## src/stcf_pkg.sv

```systemverilog
// Purpose: constants and carrier types for the spi transfer control block
// Assumes: 25 MHz sys_clk, register port with one-cycle read latency
// Notes: register offsets are byte addresses of 32-bit words
// Operation
// reorder set sends and receives each word least significant byte first
// pause set with 32-bit width inserts suspend plus two clocks after each byte; code skips it for a byte that ends a transaction (trans_end)
// inter-byte pause does nothing unless word width selects 32-bit words
// role bit 0 selects master, 1 selects slave
// done interrupt reaches cpu only while its enable bit is one
// done flag low during transfer, set at its end, interrupt if enabled
// writing one clears the done flag, writing zero leaves it
// master only suspend gap between transactions, falling to rising edge at polarity 0
// suspend interval field resets to zero
// zero transaction count makes suspend field act only through byte gap
// polarity one measures gap from rising to falling edge
package stcf_pkg;
  localparam logic [3:0] CTRL_OFS = 4'h0;
  localparam logic [3:0] STAT_OFS = 4'h4;
  localparam logic [3:0] CLR_OFS = 4'h8;
  localparam logic [3:0] IEN_OFS = 4'hC;
  localparam int REORDER_BIT = 20;
  localparam int PAUSE_BIT = 19;
  localparam int SLAVE_BIT = 18;
  localparam int IEN_BIT = 17;
  localparam int FLAG_BIT = 16;
  localparam int SUSP_LSB = 12;
  localparam int POL_BIT = 11;
  localparam int WID_LSB = 8;
  localparam int CNT_LSB = 0;
  localparam logic [3:0] SUSP_RST = 4'h0;
  localparam logic [1:0] WIDTH_32 = 2'h0;
  localparam logic [4:0] GAP_EXTRA = 5'h02;
  typedef struct packed {
    logic reorder;
    logic pause_en;
    logic slave;
    logic [3:0] suspend_gap_len;
    logic serial_clock_polarity;
    logic [1:0] word_width_sel;
    logic [1:0] transaction_count;
  } stcf_ctrl_t;
  localparam stcf_ctrl_t CTRL_RST = '{1'b0, 1'b0, 1'b0, SUSP_RST, 1'b0, 2'h0, 2'h0};
endpackage

```

## src/stcf_sync.sv

```systemverilog
// Purpose: two-flop synchroniser for pin inputs
// Assumes: inputs asynchronous to sys_clk
// Notes: first stage read only by second
`timescale 1ns/10ps
module stcf_sync #(
  parameter int W = 1
) (
  input wire logic sys_clk,
  input wire logic sys_rst,
  input wire logic [W-1:0] d,
  output logic [W-1:0] q
);
  logic [W-1:0] s1_reg;
  logic [W-1:0] s2_reg;
  always_ff @(posedge sys_clk) begin
    if (sys_rst) begin
      s1_reg <= '0;
      s2_reg <= '0;
    end else begin
      s1_reg <= d;
      s2_reg <= s1_reg;
    end
  end
  assign q = s2_reg;
endmodule // stcf_sync

```

## src/stcf_gap.sv

```systemverilog
// Purpose: counts link clock cycles of an idle gap
// Assumes: edge pulses from synchronised link clock
// Notes: done pulses once after len counted cycles
`timescale 1ns/10ps
module stcf_gap (
  input wire logic sys_clk,
  input wire logic sys_rst,
  input wire logic start,
  input wire logic [4:0] len,
  input wire logic cyc_edge,
  output logic busy,
  output logic done
);
  logic [4:0] cnt_reg;
  logic [4:0] cnt_next;
  logic busy_reg;
  logic busy_next;
  logic done_reg;
  logic done_next;
  always_comb begin
    cnt_next = cnt_reg;
    busy_next = busy_reg;
    done_next = 1'b0;
    if (start) begin
      cnt_next = len;
      busy_next = (len != 5'h00);
      done_next = (len == 5'h00);
    end else if (busy_reg && cyc_edge) begin
      cnt_next = cnt_reg - 5'h01;
      if (cnt_reg == 5'h01) begin
        busy_next = 1'b0;
        done_next = 1'b1;
      end
    end
  end
  always_ff @(posedge sys_clk) begin
    if (sys_rst) begin
      cnt_reg <= 5'h00;
      busy_reg <= 1'b0;
      done_reg <= 1'b0;
    end else begin
      cnt_reg <= cnt_next;
      busy_reg <= busy_next;
      done_reg <= done_next;
    end
  end
  assign busy = busy_reg;
  assign done = done_reg;
endmodule // stcf_gap

```

## src/stcf_top.sv

```systemverilog
// Purpose: transfer control fields of an spi port: order, gaps, role, done flag
// Assumes: shifter reports byte and transaction ends as sys_clk pulses
// Notes: link clock pin is sampled and its edges found on sys_clk
`timescale 1ns/10ps
module stcf_top (
  input wire logic sys_clk,
  input wire logic sys_rst,
  input wire logic [3:0] addr,
  input wire logic [31:0] wdata,
  input wire logic wr,
  input wire logic rd,
  output logic [31:0] rdata,
  input wire logic sclk_pin,
  input wire logic xfer_start,
  input wire logic byte_end,
  input wire logic trans_end,
  input wire logic xfer_end,
  input wire logic [1:0] byte_idx,
  output logic [1:0] lane_sel,
  output logic slave_mode,
  output logic shift_hold,
  output logic irq
);
  // ------------------------------------------------------------
  // state
  // ------------------------------------------------------------
  stcf_pkg::stcf_ctrl_t ctrl_reg;
  stcf_pkg::stcf_ctrl_t ctrl_next;
  logic xfer_done_flag_reg;
  logic xfer_done_flag_next;
  logic xfer_done_irq_en_reg;
  logic xfer_done_irq_en_next;
  logic [31:0] rdata_reg;
  logic [31:0] rdata_next;
  logic irq_reg;
  logic irq_next;
  logic [1:0] lane_reg;
  logic [1:0] lane_next;
  logic slave_reg;
  logic hold_reg;
  logic hold_next;
  logic sclk_s;
  logic sclk_d_reg;
  logic rise;
  logic fall;
  logic gap_edge;
  logic byte_gap_go;
  logic trans_gap_go;
  logic gap_busy;
  logic gap_done;
  logic [4:0] gap_len;

  stcf_sync #(.W(1)) u_sync (
    .sys_clk(sys_clk),
    .sys_rst(sys_rst),
    .d(sclk_pin),
    .q(sclk_s)
  );

  // ------------------------------------------------------------
  // link clock edges
  // ------------------------------------------------------------
  always_ff @(posedge sys_clk) begin
    if (sys_rst) begin
      sclk_d_reg <= 1'b0;
    end else begin
      sclk_d_reg <= sclk_s;
    end
  end
  assign rise = sclk_s & ~sclk_d_reg;
  assign fall = ~sclk_s & sclk_d_reg;
  // gap counts whole cycles on the idle-to-active edge
  assign gap_edge = ctrl_reg.serial_clock_polarity ? fall : rise;

  // ------------------------------------------------------------
  // gap control
  // ------------------------------------------------------------
  assign byte_gap_go = byte_end && ctrl_reg.pause_en && !trans_end
    && (ctrl_reg.word_width_sel == stcf_pkg::WIDTH_32);
  assign trans_gap_go = trans_end && !xfer_end && !ctrl_reg.slave
    && (ctrl_reg.transaction_count != 2'h0);
  always_comb begin
    gap_len = {1'b0, ctrl_reg.suspend_gap_len};
    if (byte_gap_go) begin
      gap_len = {1'b0, ctrl_reg.suspend_gap_len} + stcf_pkg::GAP_EXTRA;
    end
  end

  stcf_gap u_gap (
    .sys_clk(sys_clk),
    .sys_rst(sys_rst),
    .start(byte_gap_go | trans_gap_go),
    .len(gap_len),
    .cyc_edge(gap_edge),
    .busy(gap_busy),
    .done(gap_done)
  );

  // ------------------------------------------------------------
  // datapath control
  // ------------------------------------------------------------
  always_comb begin
    hold_next = gap_busy | byte_gap_go | trans_gap_go;
    if (gap_done) begin
      hold_next = 1'b0;
    end
    lane_next = ctrl_reg.reorder ? byte_idx : ~byte_idx;
  end

  // ------------------------------------------------------------
  // registers
  // ------------------------------------------------------------
  always_comb begin
    ctrl_next = ctrl_reg;
    xfer_done_irq_en_next = xfer_done_irq_en_reg;
    xfer_done_flag_next = xfer_done_flag_reg;
    rdata_next = 32'h00000000;
    if (wr && addr == stcf_pkg::CTRL_OFS) begin
      ctrl_next.reorder = wdata[stcf_pkg::REORDER_BIT];
      ctrl_next.pause_en = wdata[stcf_pkg::PAUSE_BIT];
      ctrl_next.slave = wdata[stcf_pkg::SLAVE_BIT];
      ctrl_next.suspend_gap_len = wdata[stcf_pkg::SUSP_LSB +: 4];
      ctrl_next.serial_clock_polarity = wdata[stcf_pkg::POL_BIT];
      ctrl_next.word_width_sel = wdata[stcf_pkg::WID_LSB +: 2];
      ctrl_next.transaction_count = wdata[stcf_pkg::CNT_LSB +: 2];
      xfer_done_irq_en_next = wdata[stcf_pkg::IEN_BIT];
    end
    if (wr && addr == stcf_pkg::IEN_OFS) begin
      xfer_done_irq_en_next = wdata[stcf_pkg::FLAG_BIT];
    end
    if (wr && (addr == stcf_pkg::CTRL_OFS || addr == stcf_pkg::CLR_OFS)
        && wdata[stcf_pkg::FLAG_BIT]) begin
      xfer_done_flag_next = 1'b0;
    end
    if (xfer_start) begin
      xfer_done_flag_next = 1'b0;
    end
    if (xfer_end) begin
      xfer_done_flag_next = 1'b1;
    end
    if (rd) begin
      unique case (addr)
        stcf_pkg::CTRL_OFS: begin
          rdata_next[stcf_pkg::REORDER_BIT] = ctrl_reg.reorder;
          rdata_next[stcf_pkg::PAUSE_BIT] = ctrl_reg.pause_en;
          rdata_next[stcf_pkg::SLAVE_BIT] = ctrl_reg.slave;
          rdata_next[stcf_pkg::IEN_BIT] = xfer_done_irq_en_reg;
          rdata_next[stcf_pkg::FLAG_BIT] = xfer_done_flag_reg;
          rdata_next[stcf_pkg::SUSP_LSB +: 4] = ctrl_reg.suspend_gap_len;
          rdata_next[stcf_pkg::POL_BIT] = ctrl_reg.serial_clock_polarity;
          rdata_next[stcf_pkg::WID_LSB +: 2] = ctrl_reg.word_width_sel;
          rdata_next[stcf_pkg::CNT_LSB +: 2] = ctrl_reg.transaction_count;
        end
        stcf_pkg::STAT_OFS: begin
          rdata_next[stcf_pkg::FLAG_BIT] = xfer_done_flag_reg;
        end
        stcf_pkg::IEN_OFS: begin
          rdata_next[stcf_pkg::FLAG_BIT] = xfer_done_irq_en_reg;
        end
        default: begin
          rdata_next = 32'h00000000;
        end
      endcase
    end
    irq_next = xfer_done_flag_next & xfer_done_irq_en_next;
  end

  always_ff @(posedge sys_clk) begin
    if (sys_rst) begin
      ctrl_reg <= stcf_pkg::CTRL_RST;
      xfer_done_flag_reg <= 1'b0;
      xfer_done_irq_en_reg <= 1'b0;
      rdata_reg <= 32'h00000000;
      irq_reg <= 1'b0;
      lane_reg <= 2'h3;
      slave_reg <= 1'b0;
      hold_reg <= 1'b0;
    end else begin
      ctrl_reg <= ctrl_next;
      xfer_done_flag_reg <= xfer_done_flag_next;
      xfer_done_irq_en_reg <= xfer_done_irq_en_next;
      rdata_reg <= rdata_next;
      irq_reg <= irq_next;
      lane_reg <= lane_next;
      slave_reg <= ctrl_reg.slave;
      hold_reg <= hold_next;
    end
  end

  assign rdata = rdata_reg;
  assign irq = irq_reg;
  assign lane_sel = lane_reg;
  assign slave_mode = slave_reg;
  assign shift_hold = hold_reg;
endmodule // stcf_top

```

## config.mk

```make
export PLATFORM = sky130hd
export DESIGN_NAME = stcf_top
export DESIGN_NICKNAME = d
export VERILOG_FILES = /design/src/stcf_pkg.sv /design/src/stcf_sync.sv /design/src/stcf_gap.sv /design/src/stcf_top.sv
export SDC_FILE = /design/constraint.sdc
export NUM_CORES = 1
export LEC_CHECK = 0
export BUFFER_PORTS_ARGS = -buffer_cell sky130_fd_sc_hd__buf_4
export CAP_MARGIN = 10
export CORE_MARGIN = 2
export CORE_UTILIZATION = 45
export DETAILED_ROUTE_END_ITERATION = 7
export GPL_TIMING_DRIVEN = 0
export PLACE_DENSITY = 0.77
export SYNTH_ARGS = -nofsm -noshare
export SYNTH_HDL_FRONTEND = slang
export SYNTH_SLANG_ARGS = --single-unit
```

## constraint.sdc

```tcl
create_clock -name sys_clk -period 2.95 [get_ports sys_clk]
set_clock_uncertainty 0.1 [all_clocks]
set_input_delay 0.59 -clock sys_clk [delete_from_list [all_inputs] [get_ports sys_clk]]
set_output_delay 0.59 -clock sys_clk [all_outputs]
set_load 0.01 [all_outputs]
```

==> results of run 1 <==
[cells by family after synthesis]
group	Yosys count	share of synthesized area
AO/OA/AOI/OAI	17	0.0673
other	1	0.00206
XOR/XNOR	4	0.0192
buffers and inverters	31	0.102
flip-flops	43	0.473
multiplexers	16	0.0893
adder cells (fa/ha/maj)	3	0.0206
AND/OR/NAND/NOR	77	0.227
[routing by layer]
metal | part of all wire | vias to the layer above | track usage
met5 | 0 | - | 0
met4 | 0.019 | 0 | 0.0663
met3 | 0.053 | 6 | 0.0367
met2 | 0.54 | 39 | 0.298
met1 | 0.39 | 651 | 0.182
li1 | - | 749 | -
[cells in the mapped netlist, drive strengths merged (2+ instances only)]
library cell  count
xor2              2
nor2b             6
mux2              2
mux2i            14
nand2b            4
and2             15
nand3b            3
a21oi             2
inv               6
a211oi            2
clkbuf            6
nor3              8
nand3             6
dfxtp            43
buf              19
nor3b             3
ha                3
nand2             3
a31oi             2
nor2             23
or3               2
o21ai             3
xnor2             2
[final cells by class]
type	instances	area (um2)	area share
flip-flops and latches	43	861	0.357
plain buffers	25	164	0.0679
well taps	50	62.6	0.0259
multi-input cells	135	838	0.347
clock inverters	3	43.8	0.0181
inverters	6	22.5	0.00933
clock buffers	5	68.8	0.0285
repair buffers	47	353	0.146
[where the power goes]
group	switching, mW	leakage (nW)	internal [mW]
combinational	0.0436	0.806	0.0565
sequential	0.00445	0.348	0.588
clock	0.199	0.0581	0.252
[worst max-delay path, delay by kind of cell]
kind,cells,cell delay [ns]
AO/OA/AOI/OAI,2,0.42
buffers and inverters,3,0.31
AND/OR/NAND/NOR,2,0.63
[worst max-delay path by stage]
stage | cells after the start | slack [ns] | end | startpoint
CTS | 7 | 1.10 | u_gap.busy | trans_end
finish | 7 | 1.09 | u_gap.busy | trans_end
detailed placement | 7 | 0.81 | u_gap.busy | trans_end
global route | 5 | 0.95 | rdata[17] | addr[1]
global placement | 7 | 0.79 | u_gap.busy | trans_end
floorplan | 6 | 0.99 | u_gap.busy | trans_end
==> Implementation_results.wiki, run 1 <==
{| class="wikitable"
! Metric !! Value
|-
| Number of I/O port buffers || between 40 and 50
|-
| Final instance area || 2410 um2
|-
| Final setup vio count || 0
|-
| Worst hold slack || slightly above 0.3 ns
|-
| Core occupancy in the finished layout || 0.612
|-
| Number of detailed-routing iterations run before antenna repair || 4
|-
| Most frequent cells in the layout || sky130_fd_sc_hd__buf_4, sky130_fd_sc_hd__dfxtp_1, sky130_fd_sc_hd__nor2_1, sky130_fd_sc_hd__conb_1, sky130_fd_sc_hd__and2_1
|-
| Antenna violations before repair || 0
|-
| Routed vias/inst || 4.60
|-
| Signal arrival time at the worst endpoint || 1.94 ns
|-
| Via count of the first global-routing pass || around 1300
|-
| Clock Tree Root || sky130_fd_sc_hd__clkbuf_8
|-
| Critical path cell sequence || buf_4 > inv_1 > or4_1 > clkbuf_2 > o21a_1 > o32a_1 > nor2b_1
|-
| Fin worst setup slack || 1.09 ns
|-
| Terminating pin of the worst hold path || shift_hold
|-
| Shortest period the worst path allows || between 1.5 and 2 ns
|-
| Hold Violations, Final || 0
|-
| Kind of start point of the critical path || primary input
|-
| Layout-stage area growth over the synthesis result || 32.5%
|-
| Worst Path Max Fanout || 7
|-
| Floorplan core area || ~3900 um2
|-
| Peak clock frequency supported by timing || ~540 MHz
|-
| Delay of the slowest critical-path stage || around 0.50 ns
|-
| Total gr overflow || 0
|-
| Type of the tightest min-delay check || reg2reg
|-
| Antenna diode instance count || 0
|-
| Part of the Yosys area used for sequential elements || 0.473
|-
| Level count of the clock H-tree || 2
|-
| Clock tree from TritonCTS || built
|-
| Reg-to-reg endpoint || u_gap.busy
|-
| Filler Cell Count || 371
|-
| Async set or reset register ratio after synthesis || 0
|-
| Initial DRC count || 66
|-
| Leading cell type in the layout, fill and taps excluded || sky130_fd_sc_hd__buf_4
|-
| Critical hold path startpoint || u_gap.done
|-
| Flip-flop count of the largest register, all copies and words added || 14
|-
| Setup TNS || 0 ns
|-
| Placed instance area || between 2000 and 2500 um2
|-
| Initial core utilization || 0.462
|-
| Hold path depth || 1
|-
| Pwr Total || around 1.1 mW
|-
| CP Class || in2reg
|-
| Post-detailed-routing wire length || about 3.5 mm
|-
| Post-CTS setup repair buffer count || 0
|-
| Post-place setup slack || approximately 0.8 ns
|-
| Number of synthesized flops with an enable pin || 0
|-
| Half-perimeter wire length after placement || between 2 and 3 mm
|-
| Element type at the critical path end || flop
|-
| Setup repair after global routing missed its margin || false
|-
| Synthesized area per cell || 9.49 um2
|-
| Clock latency of the later-clocked register in the worst-skew pair || a little under 0.3 ns
|-
| Number of synthesized register bits || 43
|-
| Die span in x || between 60 and 70 um
|-
| Count of nets left with antenna violations after detail routing || 0
|-
| Number of buffers added to fix hold violations after cts || 0
|-
| Maximum number of pins on one net before global-route repair || 15
|-
| Mean routed wirelength per cell || approximately 11 um
|-
| Count of boundary I/O pins || between 80 and 90
|-
| Instance count of the mapped netlist || 192
|-
| Status || finished clean
|-
| Standby leakage power || approximately 1.2 nW
|-
| Die footprint || ~4600 um2
|-
| Number of buffers inserted during clock tree synthesis || 5
|-
| Share of the synthesized area in the top cell type || 0.473
|-
| Post-route clock period utilization || 0.629
|-
| Commonest register cell after synthesis || sky130_fd_sc_hd__dfxtp_1
|-
| Power per standard cell area || around 470 nW/um2
|-
| Post-CTS Resized || 0
|-
| Total Nets Final || approximately 310
|-
| Length in cells of the worst reg-to-reg path || 5
|-
| Number of cells in the design after placement || 306
|-
| Vias || 1445
|-
| Clock sink total || 43
|-
| Height of the chip || between 60 and 70 um
|-
| Number of different library cells in the post-synthesis netlist || 39
|-
| Fraction of final layout cells with drive strength greater than 1 || 0.295
|-
| Library cell with the largest summed area after synthesis || sky130_fd_sc_hd__dfxtp_1
|-
| First-pass GRT wire length || 5.56 mm
|-
| Cell with the biggest individual delay on the critical path || sky130_fd_sc_hd__or4_1
|-
| Number of maximum-capacitance constraint violations || 0
|-
| Count of pins over their slew limit || 0
|-
| Leading post-synthesis cells by cell area || sky130_fd_sc_hd__dfxtp_1, sky130_fd_sc_hd__mux2i_1, sky130_fd_sc_hd__buf_4
|-
| Site Rows || 23
|-
| FF-to-FF setup slack || between 1 and 1.5 ns
|-
| Routability-driven placement congestion ratio || ~0.9
|-
| Synthesis warning total || 0
|-
| Peak supply drop || 0.211 mV
|-
| Clock transition at the registers of the reported paths || about 0.080 ns
|-
| Number of remaining DRC errors || 0
|-
| Overall global routing resource usage || 0.164
|-
| CTS max path bufs || 2
|-
| Area of the mapped netlist || about 1800 um2
|-
| Non-filler instance count after layout || between 300 and 400
|-
| Critical register-to-register path startpoint || ctrl_reg[9]
|-
| Critical path required time || between 3 and 4 ns
|}
No activity file was read; power rests on OpenSTA's default activity.
==> run 2: changes to the inputs <==
==> constraint.sdc (replaced) <==
create_clock -name sys_clk -period 1.9 [get_ports sys_clk]
set_clock_uncertainty 0.1 [all_clocks]
set_input_delay 0.38 -clock sys_clk [delete_from_list [all_inputs] [get_ports sys_clk]]
set_output_delay 0.38 -clock sys_clk [all_outputs]
set_load 0.01 [all_outputs]
==> Implementation_results.wiki, run 2 (same netlist as run 1, synthesis figures left out) <==
{| class="wikitable"
! Metric !! Value
|-
| Status || finished clean (unchanged)
|-
| Shortest period the worst path allows || 1.80 ns
|-
| Count of pins over their slew limit || 0 (unchanged)
|-
| Floorplan core area || 3940 um2 (unchanged)
|-
| Signal arrival time at the worst endpoint || 1.89 ns (was 1.94 ns)
|-
| Type of the tightest min-delay check || in2reg (was reg2reg)
|-
| Worst Path Max Fanout || 7 (unchanged)
|-
| Mean routed wirelength per cell || 11.0 um (about the same)
|-
| Power per standard cell area || 735 nW/um2 (was 474 nW/um2)
|-
| Peak clock frequency supported by timing || 554 MHz
|-
| Peak supply drop || 0.330 mV (was 0.211 mV)
|-
| Kind of start point of the critical path || flop (was primary input)
|-
| Number of buffers inserted during clock tree synthesis || 5 (unchanged)
|-
| Die footprint || 4570 um2 (unchanged)
|-
| Number of maximum-capacitance constraint violations || 0 (unchanged)
|-
| Fin worst setup slack || 0.0960 ns (was 1.09 ns)
|-
| Cell with the biggest individual delay on the critical path || sky130_fd_sc_hd__or4_1 (unchanged)
|-
| Delay of the slowest critical-path stage || 0.52 ns (was 0.50 ns)
|-
| Layout-stage area growth over the synthesis result || 32.8% (was 32.5%)
|-
| Clock transition at the registers of the reported paths || 0.08 ns (about the same)
|-
| Post-place setup slack || -0.0346 ns (was 0.805 ns)
|-
| Placed instance area || 2300 um2 (unchanged)
|-
| Post-route clock period utilization || 0.949
|-
| Vias || 1446 (was 1445)
|-
| Filler Cell Count || 369 (was 371)
|-
| Clock latency of the later-clocked register in the worst-skew pair || 0.29 ns (about the same)
|-
| Leading cell type in the layout, fill and taps excluded || sky130_fd_sc_hd__buf_4 (unchanged)
|-
| Element type at the critical path end || flop (unchanged)
|-
| First-pass GRT wire length || 5.56 mm (unchanged)
|-
| Worst hold slack || 0.162 ns (was 0.303 ns)
|-
| Fraction of final layout cells with drive strength greater than 1 || 0.299 (was 0.295)
|-
| Standby leakage power || 1.21 nW (about the same)
|-
| Final instance area || 2420 um2 (was 2410 um2)
|-
| Via count of the first global-routing pass || 1306 (unchanged)
|-
| Critical path cell sequence || or4_1 > clkbuf_2 > o21a_1 > o32a_1 > nor2b_1 (was buf_4 > inv_1 > or4_1 > clkbuf_2 > o21a_1 > o32a_1 > nor2b_1)
|-
| Pwr Total || 1.78 mW (was 1.14 mW)
|-
| Routed vias/inst || 4.61 (was 4.60)
|-
| Flip-flop count of the largest register, all copies and words added || 14 (unchanged)
|-
| Number of I/O port buffers || 47 (unchanged)
|-
| Count of nets left with antenna violations after detail routing || 0 (unchanged)
|-
| Initial core utilization || 0.462 (unchanged)
|-
| Overall global routing resource usage || 0.164 (unchanged)
|-
| Height of the chip || 67.6 um (unchanged)
|-
| Antenna diode instance count || 0 (unchanged)
|-
| Level count of the clock H-tree || 2 (unchanged)
|-
| Die span in x || 67.6 um (unchanged)
|-
| Initial DRC count || 63 (was 66)
|-
| Maximum number of pins on one net before global-route repair || 15 (unchanged)
|-
| Hold Violations, Final || 0 (unchanged)
|-
| Antenna violations before repair || 0 (unchanged)
|-
| Most frequent cells in the layout || sky130_fd_sc_hd__buf_4, sky130_fd_sc_hd__dfxtp_1, sky130_fd_sc_hd__nor2_1, sky130_fd_sc_hd__conb_1, sky130_fd_sc_hd__and2_1 (unchanged)
|-
| Half-perimeter wire length after placement || 2.69 mm (unchanged)
|-
| Routability-driven placement congestion ratio || 0.902 (unchanged)
|-
| Total Nets Final || 313 (unchanged)
|-
| Clock sink total || 43 (unchanged)
|-
| CP Class || reg2reg (was in2reg)
|-
| Total gr overflow || 0 (unchanged)
|-
| Clock tree from TritonCTS || built (unchanged)
|-
| Count of boundary I/O pins || 84 (unchanged)
|-
| Clock Tree Root || sky130_fd_sc_hd__clkbuf_8 (unchanged)
|-
| Setup repair after global routing missed its margin || false (unchanged)
|-
| Final setup vio count || 0 (unchanged)
|-
| CTS max path bufs || 2 (unchanged)
|-
| Critical path required time || 1.98 ns (was 3.03 ns)
|-
| Number of detailed-routing iterations run before antenna repair || 4 (unchanged)
|-
| Number of remaining DRC errors || 0 (unchanged)
|-
| Site Rows || 23 (unchanged)
|-
| Post-detailed-routing wire length || 3.46 mm (about the same)
|}
run 2: cell count changes in the layout (fill, tap and decap cells not counted):
cell and delta:
sky130_fd_sc_hd__a2111oi_0 -1, sky130_fd_sc_hd__a2111oi_1 +1, sky130_fd_sc_hd__nand3_2 +1, sky130_fd_sc_hd__nand3_1 -1
run 2: layout make-up:
| cell class | count | area [um2] | share of cell area |
|---|---|---|---|
| Buffer | 25 | 164 | 0.0677 |
| Clock buffer | 5 | 68.8 | 0.0284 |
| Clock inverter | 3 | 43.8 | 0.0181 |
| Inverter | 6 | 22.5 | 0.00931 |
| Multi-Input combinational cell | 135 | 845 | 0.349 |
| Sequential cell | 43 | 861 | 0.356 |
| Tap cell | 50 | 62.6 | 0.0259 |
| Timing Repair Buffer | 47 | 353 | 0.146 |
run 2: critical path, delay by kind of cell, from the launching register on:
family                 cells  cell delay (ns)
AOI/OAI and AO/OA          2             0.42
buffers and inverters      1             0.18
DFF                        1             0.35
and+or+nand+nor            2             0.65
run 2: worst paths after layout:
kind                from          to  slack (ns)  cells after the start
max          ctrl_reg[9]  u_gap.busy         0.1                      5
min              addr[0]   rdata[16]        0.16                      2
max reg2reg  ctrl_reg[9]  u_gap.busy         0.1                      5
min reg2reg   u_gap.done  shift_hold        0.30                      1
run 2: layer usage:
metal | track usage | vias up | part of all wire
met5 | 0 | - | 0
met4 | 0.0663 | 0 | 0.019
met3 | 0.0367 | 6 | 0.051
met2 | 0.298 | 38 | 0.54
met1 | 0.182 | 650 | 0.39
li1 | - | 752 | -
run 2: metrics by stage:
| step | std cells | utilization | setup TNS [ns] |
|---|---|---|---|
| floorplan | 209 | - | 0 |
| finish | 314 | 0.614 | 0 |
| detailed placement | 306 | 0.584 | -0.0594 |
| global route | 314 | 0.614 | 0 |
| CTS | 314 | 0.612 | 0 |
| global placement | 306 | 0.584 | -0.0744 |
run 2: where the power goes:
part / switching (mW) / internal [mW] / total (mW)
clock: 0.311 / 0.391 / 0.703
combinational: 0.0681 / 0.0879 / 0.156
sequential: 0.00695 / 0.913 / 0.920
total: 0.386 / 1.39 / 1.78
run 2: what timing repair did:
item	4_1_cts	5_1_grt
endpoints found under the setup margin	0	2
gates resized for setup	0	2
hold buffers	0	0
buffers inserted	0	0
==> run 3: changes to the inputs <==
--- a/config.mk
+++ b/config.mk
@@ -9,6 +9,7 @@
 export CAP_MARGIN = 10
 export CORE_MARGIN = 2
 export CORE_UTILIZATION = 45
+export CTS_BUF_LIST = sky130_fd_sc_hd__clkbuf_4
 export DETAILED_ROUTE_END_ITERATION = 7
 export GPL_TIMING_DRIVEN = 0
 export PLACE_DENSITY = 0.77
==> Implementation_results.wiki, run 3 (same netlist as run 1, synthesis figures left out) <==
{| class="wikitable"
! Metric !! Value
|-
| Final setup vio count || 0 (unchanged)
|-
| Die span in x || 67.6 um (unchanged)
|-
| Post-CTS setup repair buffer count || 0 (unchanged)
|-
| Count of boundary I/O pins || 84 (unchanged)
|-
| Leading cell type in the layout, fill and taps excluded || sky130_fd_sc_hd__buf_4 (unchanged)
|-
| Critical path buffer and inverter count || 1 (unchanged)
|-
| Count of pins over their slew limit || 0 (unchanged)
|-
| Routability-driven placement congestion ratio || 0.902 (unchanged)
|-
| Cell with the biggest individual delay on the critical path || sky130_fd_sc_hd__or4_1 (unchanged)
|-
| Post-detailed-routing wire length || 3.45 mm (was 3.46 mm)
|-
| Clock transition at the registers of the reported paths || 0.13 ns (was 0.08 ns)
|-
| Number of I/O port buffers || 47 (unchanged)
|-
| Delay of the slowest critical-path stage || 0.52 ns (about the same)
|-
| Hold Violations, Final || 0 (unchanged)
|-
| Shortest period the worst path allows || 1.81 ns (was 1.80 ns)
|-
| Flip-flop count of the largest register, all copies and words added || 14 (unchanged)
|-
| Die footprint || 4570 um2 (unchanged)
|-
| Layout-stage area growth over the synthesis result || 31.1% (was 32.8%)
|-
| Initial core utilization || 0.462 (unchanged)
|-
| Clock latency of the later-clocked register in the worst-skew pair || 0.35 ns (was 0.29 ns)
|-
| Mean routed wirelength per cell || 11.0 um (about the same)
|-
| Post-route clock period utilization || 0.952 (was 0.949)
|-
| Peak supply drop || 0.312 mV (was 0.330 mV)
|-
| Status || finished clean (unchanged)
|-
| Total Nets Final || 313 (unchanged)
|-
| Antenna diode instance count || 0 (unchanged)
|-
| Level count of the clock H-tree || 2 (unchanged)
|-
| Clock tree from TritonCTS || built (unchanged)
|-
| Site Rows || 23 (unchanged)
|-
| Floorplan core area || 3940 um2 (unchanged)
|-
| CP Class || reg2reg (unchanged)
|-
| CTS max path bufs || 2 (unchanged)
|-
| Half-perimeter wire length after placement || 2.69 mm (unchanged)
|-
| CP delay by family, top || simple AND/OR/NAND/NOR gates (unchanged)
|-
| FF-to-FF setup slack || 0.09 ns (was 0.1 ns)
|-
| Element type at the critical path end || flop (unchanged)
|-
| Peak clock frequency supported by timing || 553 MHz (was 554 MHz)
|-
| Critical path cell sequence || or4_1 > clkbuf_2 > o21a_1 > o32a_1 > nor2b_1 (unchanged)
|-
| Via count of the first global-routing pass || 1301 (was 1306)
|-
| Filler Cell Count || 376 (was 369)
|-
| Antenna violations before repair || 0 (unchanged)
|-
| Standby leakage power || 1.20 nW (was 1.21 nW)
|-
| Kind of start point of the critical path || flop (unchanged)
|-
| Critical path required time || 2.05 ns (was 1.98 ns)
|-
| Clock sink total || 43 (unchanged)
|-
| Number of maximum-capacitance constraint violations || 0 (unchanged)
|-
| Maximum number of pins on one net before global-route repair || 15 (unchanged)
|-
| Initial DRC count || 61 (was 63)
|-
| Power per standard cell area || 692 nW/um2 (was 735 nW/um2)
|-
| Overall global routing resource usage || 0.165 (was 0.164)
|-
| Signal arrival time at the worst endpoint || 1.96 ns (was 1.89 ns)
|-
| Setup TNS || 0 ns (unchanged)
|-
| Number of remaining DRC errors || 0 (unchanged)
|-
| Vias || 1454 (was 1446)
|-
| Number of buffers inserted during clock tree synthesis || 5 (unchanged)
|-
| Fraction of final layout cells with drive strength greater than 1 || 0.299 (unchanged)
|-
| Worst Path Max Fanout || 7 (unchanged)
|-
| Height of the chip || 67.6 um (unchanged)
|-
| Number of buffers added to fix hold violations after cts || 0 (unchanged)
|-
| Count of nets left with antenna violations after detail routing || 0 (unchanged)
|-
| Clock Tree Root || sky130_fd_sc_hd__clkbuf_4 (was sky130_fd_sc_hd__clkbuf_8)
|-
| Most frequent cells in the layout || sky130_fd_sc_hd__buf_4, sky130_fd_sc_hd__dfxtp_1, sky130_fd_sc_hd__nor2_1, sky130_fd_sc_hd__conb_1, sky130_fd_sc_hd__and2_1 (unchanged)
|-
| Routed vias/inst || 4.63 (was 4.61)
|-
| Number of detailed-routing iterations run before antenna repair || 4 (unchanged)
|-
| Pwr Total || 1.65 mW (was 1.78 mW)
|-
| Setup repair after global routing missed its margin || false (unchanged)
|-
| Type of the tightest min-delay check || in2reg (unchanged)
|-
| Total gr overflow || 0 (unchanged)
|-
| First-pass GRT wire length || 5.57 mm (was 5.56 mm)
|}
[run 3: changes by cell type in the layout (fill, tap and decap cells not counted)]
cell                       delta
sky130_fd_sc_hd__clkbuf_4     +5
sky130_fd_sc_hd__clkbuf_8     -5
[run 3: power by group]
| group | internal (mW) | leakage [nW] | switching (mW) | total, mW |
|---|---|---|---|---|
| combinational | 0.0879 | 0.805 | 0.0679 | 0.156 |
| clock | 0.277 | 0.0452 | 0.299 | 0.576 |
| sequential | 0.915 | 0.348 | 0.00695 | 0.922 |
| total | 1.28 | 1.20 | 0.373 | 1.65 |
[run 3: through the flow]
step            util  cells  worst slack (ns)  area [um2]  hold WS, ns
5_1_grt        0.606    314            0.0309        2390       0.0885
3_5_place_dp   0.584    306           -0.0346        2300        0.289
3_3_place_gp   0.584    306           -0.0503        2300        0.279
4_1_cts        0.604    314            0.0917        2380       0.0786
2_1_floorplan      -    209             0.153        1890        0.268
6_report       0.606    314            0.0911        2390       0.0950
[run 3: timing repair]
action	4_1_cts	5_1_grt
hold endpoints to repair	0	0
setup endpoints to repair	0	2
gates resized for setup	0	2
[run 3: path summary, 6_finish.rpt]
check / from / end / cells after the start
max: ctrl_reg[9] / u_gap.busy / 5
max reg2reg: ctrl_reg[9] / u_gap.busy / 5
min: addr[0] / rdata[16] / 2
min reg2reg: u_gap.done / shift_hold / 1
[run 3: layout make-up]
cell class | count | area [um2] | area share
repair buffers | 47 | 353 | 0.148
well taps | 50 | 62.6 | 0.0262
clock inverters | 3 | 43.8 | 0.0183
inverters | 6 | 22.5 | 0.00943
clock buffers | 5 | 37.5 | 0.0157
flip-flops and latches | 43 | 861 | 0.360
multi-input cells | 135 | 845 | 0.354
plain buffers | 25 | 164 | 0.0686
[run 3: routing by layer]
metal / track usage / share of wire
met1: 0.185 / 0.39
met2: 0.293 / 0.53
met3: 0.0467 / 0.056
met4: 0.0663 / 0.021
met5: 0 / 0
[run 3: worst register-to-register path, stage by stage (launching register included)]
cell and delay, ns:
sky130_fd_sc_hd__dfxtp_1 0.36, sky130_fd_sc_hd__or4_1 0.52, sky130_fd_sc_hd__clkbuf_2 0.18, sky130_fd_sc_hd__o21a_1 0.23
sky130_fd_sc_hd__o32a_1 0.19, sky130_fd_sc_hd__nor2b_1 0.13
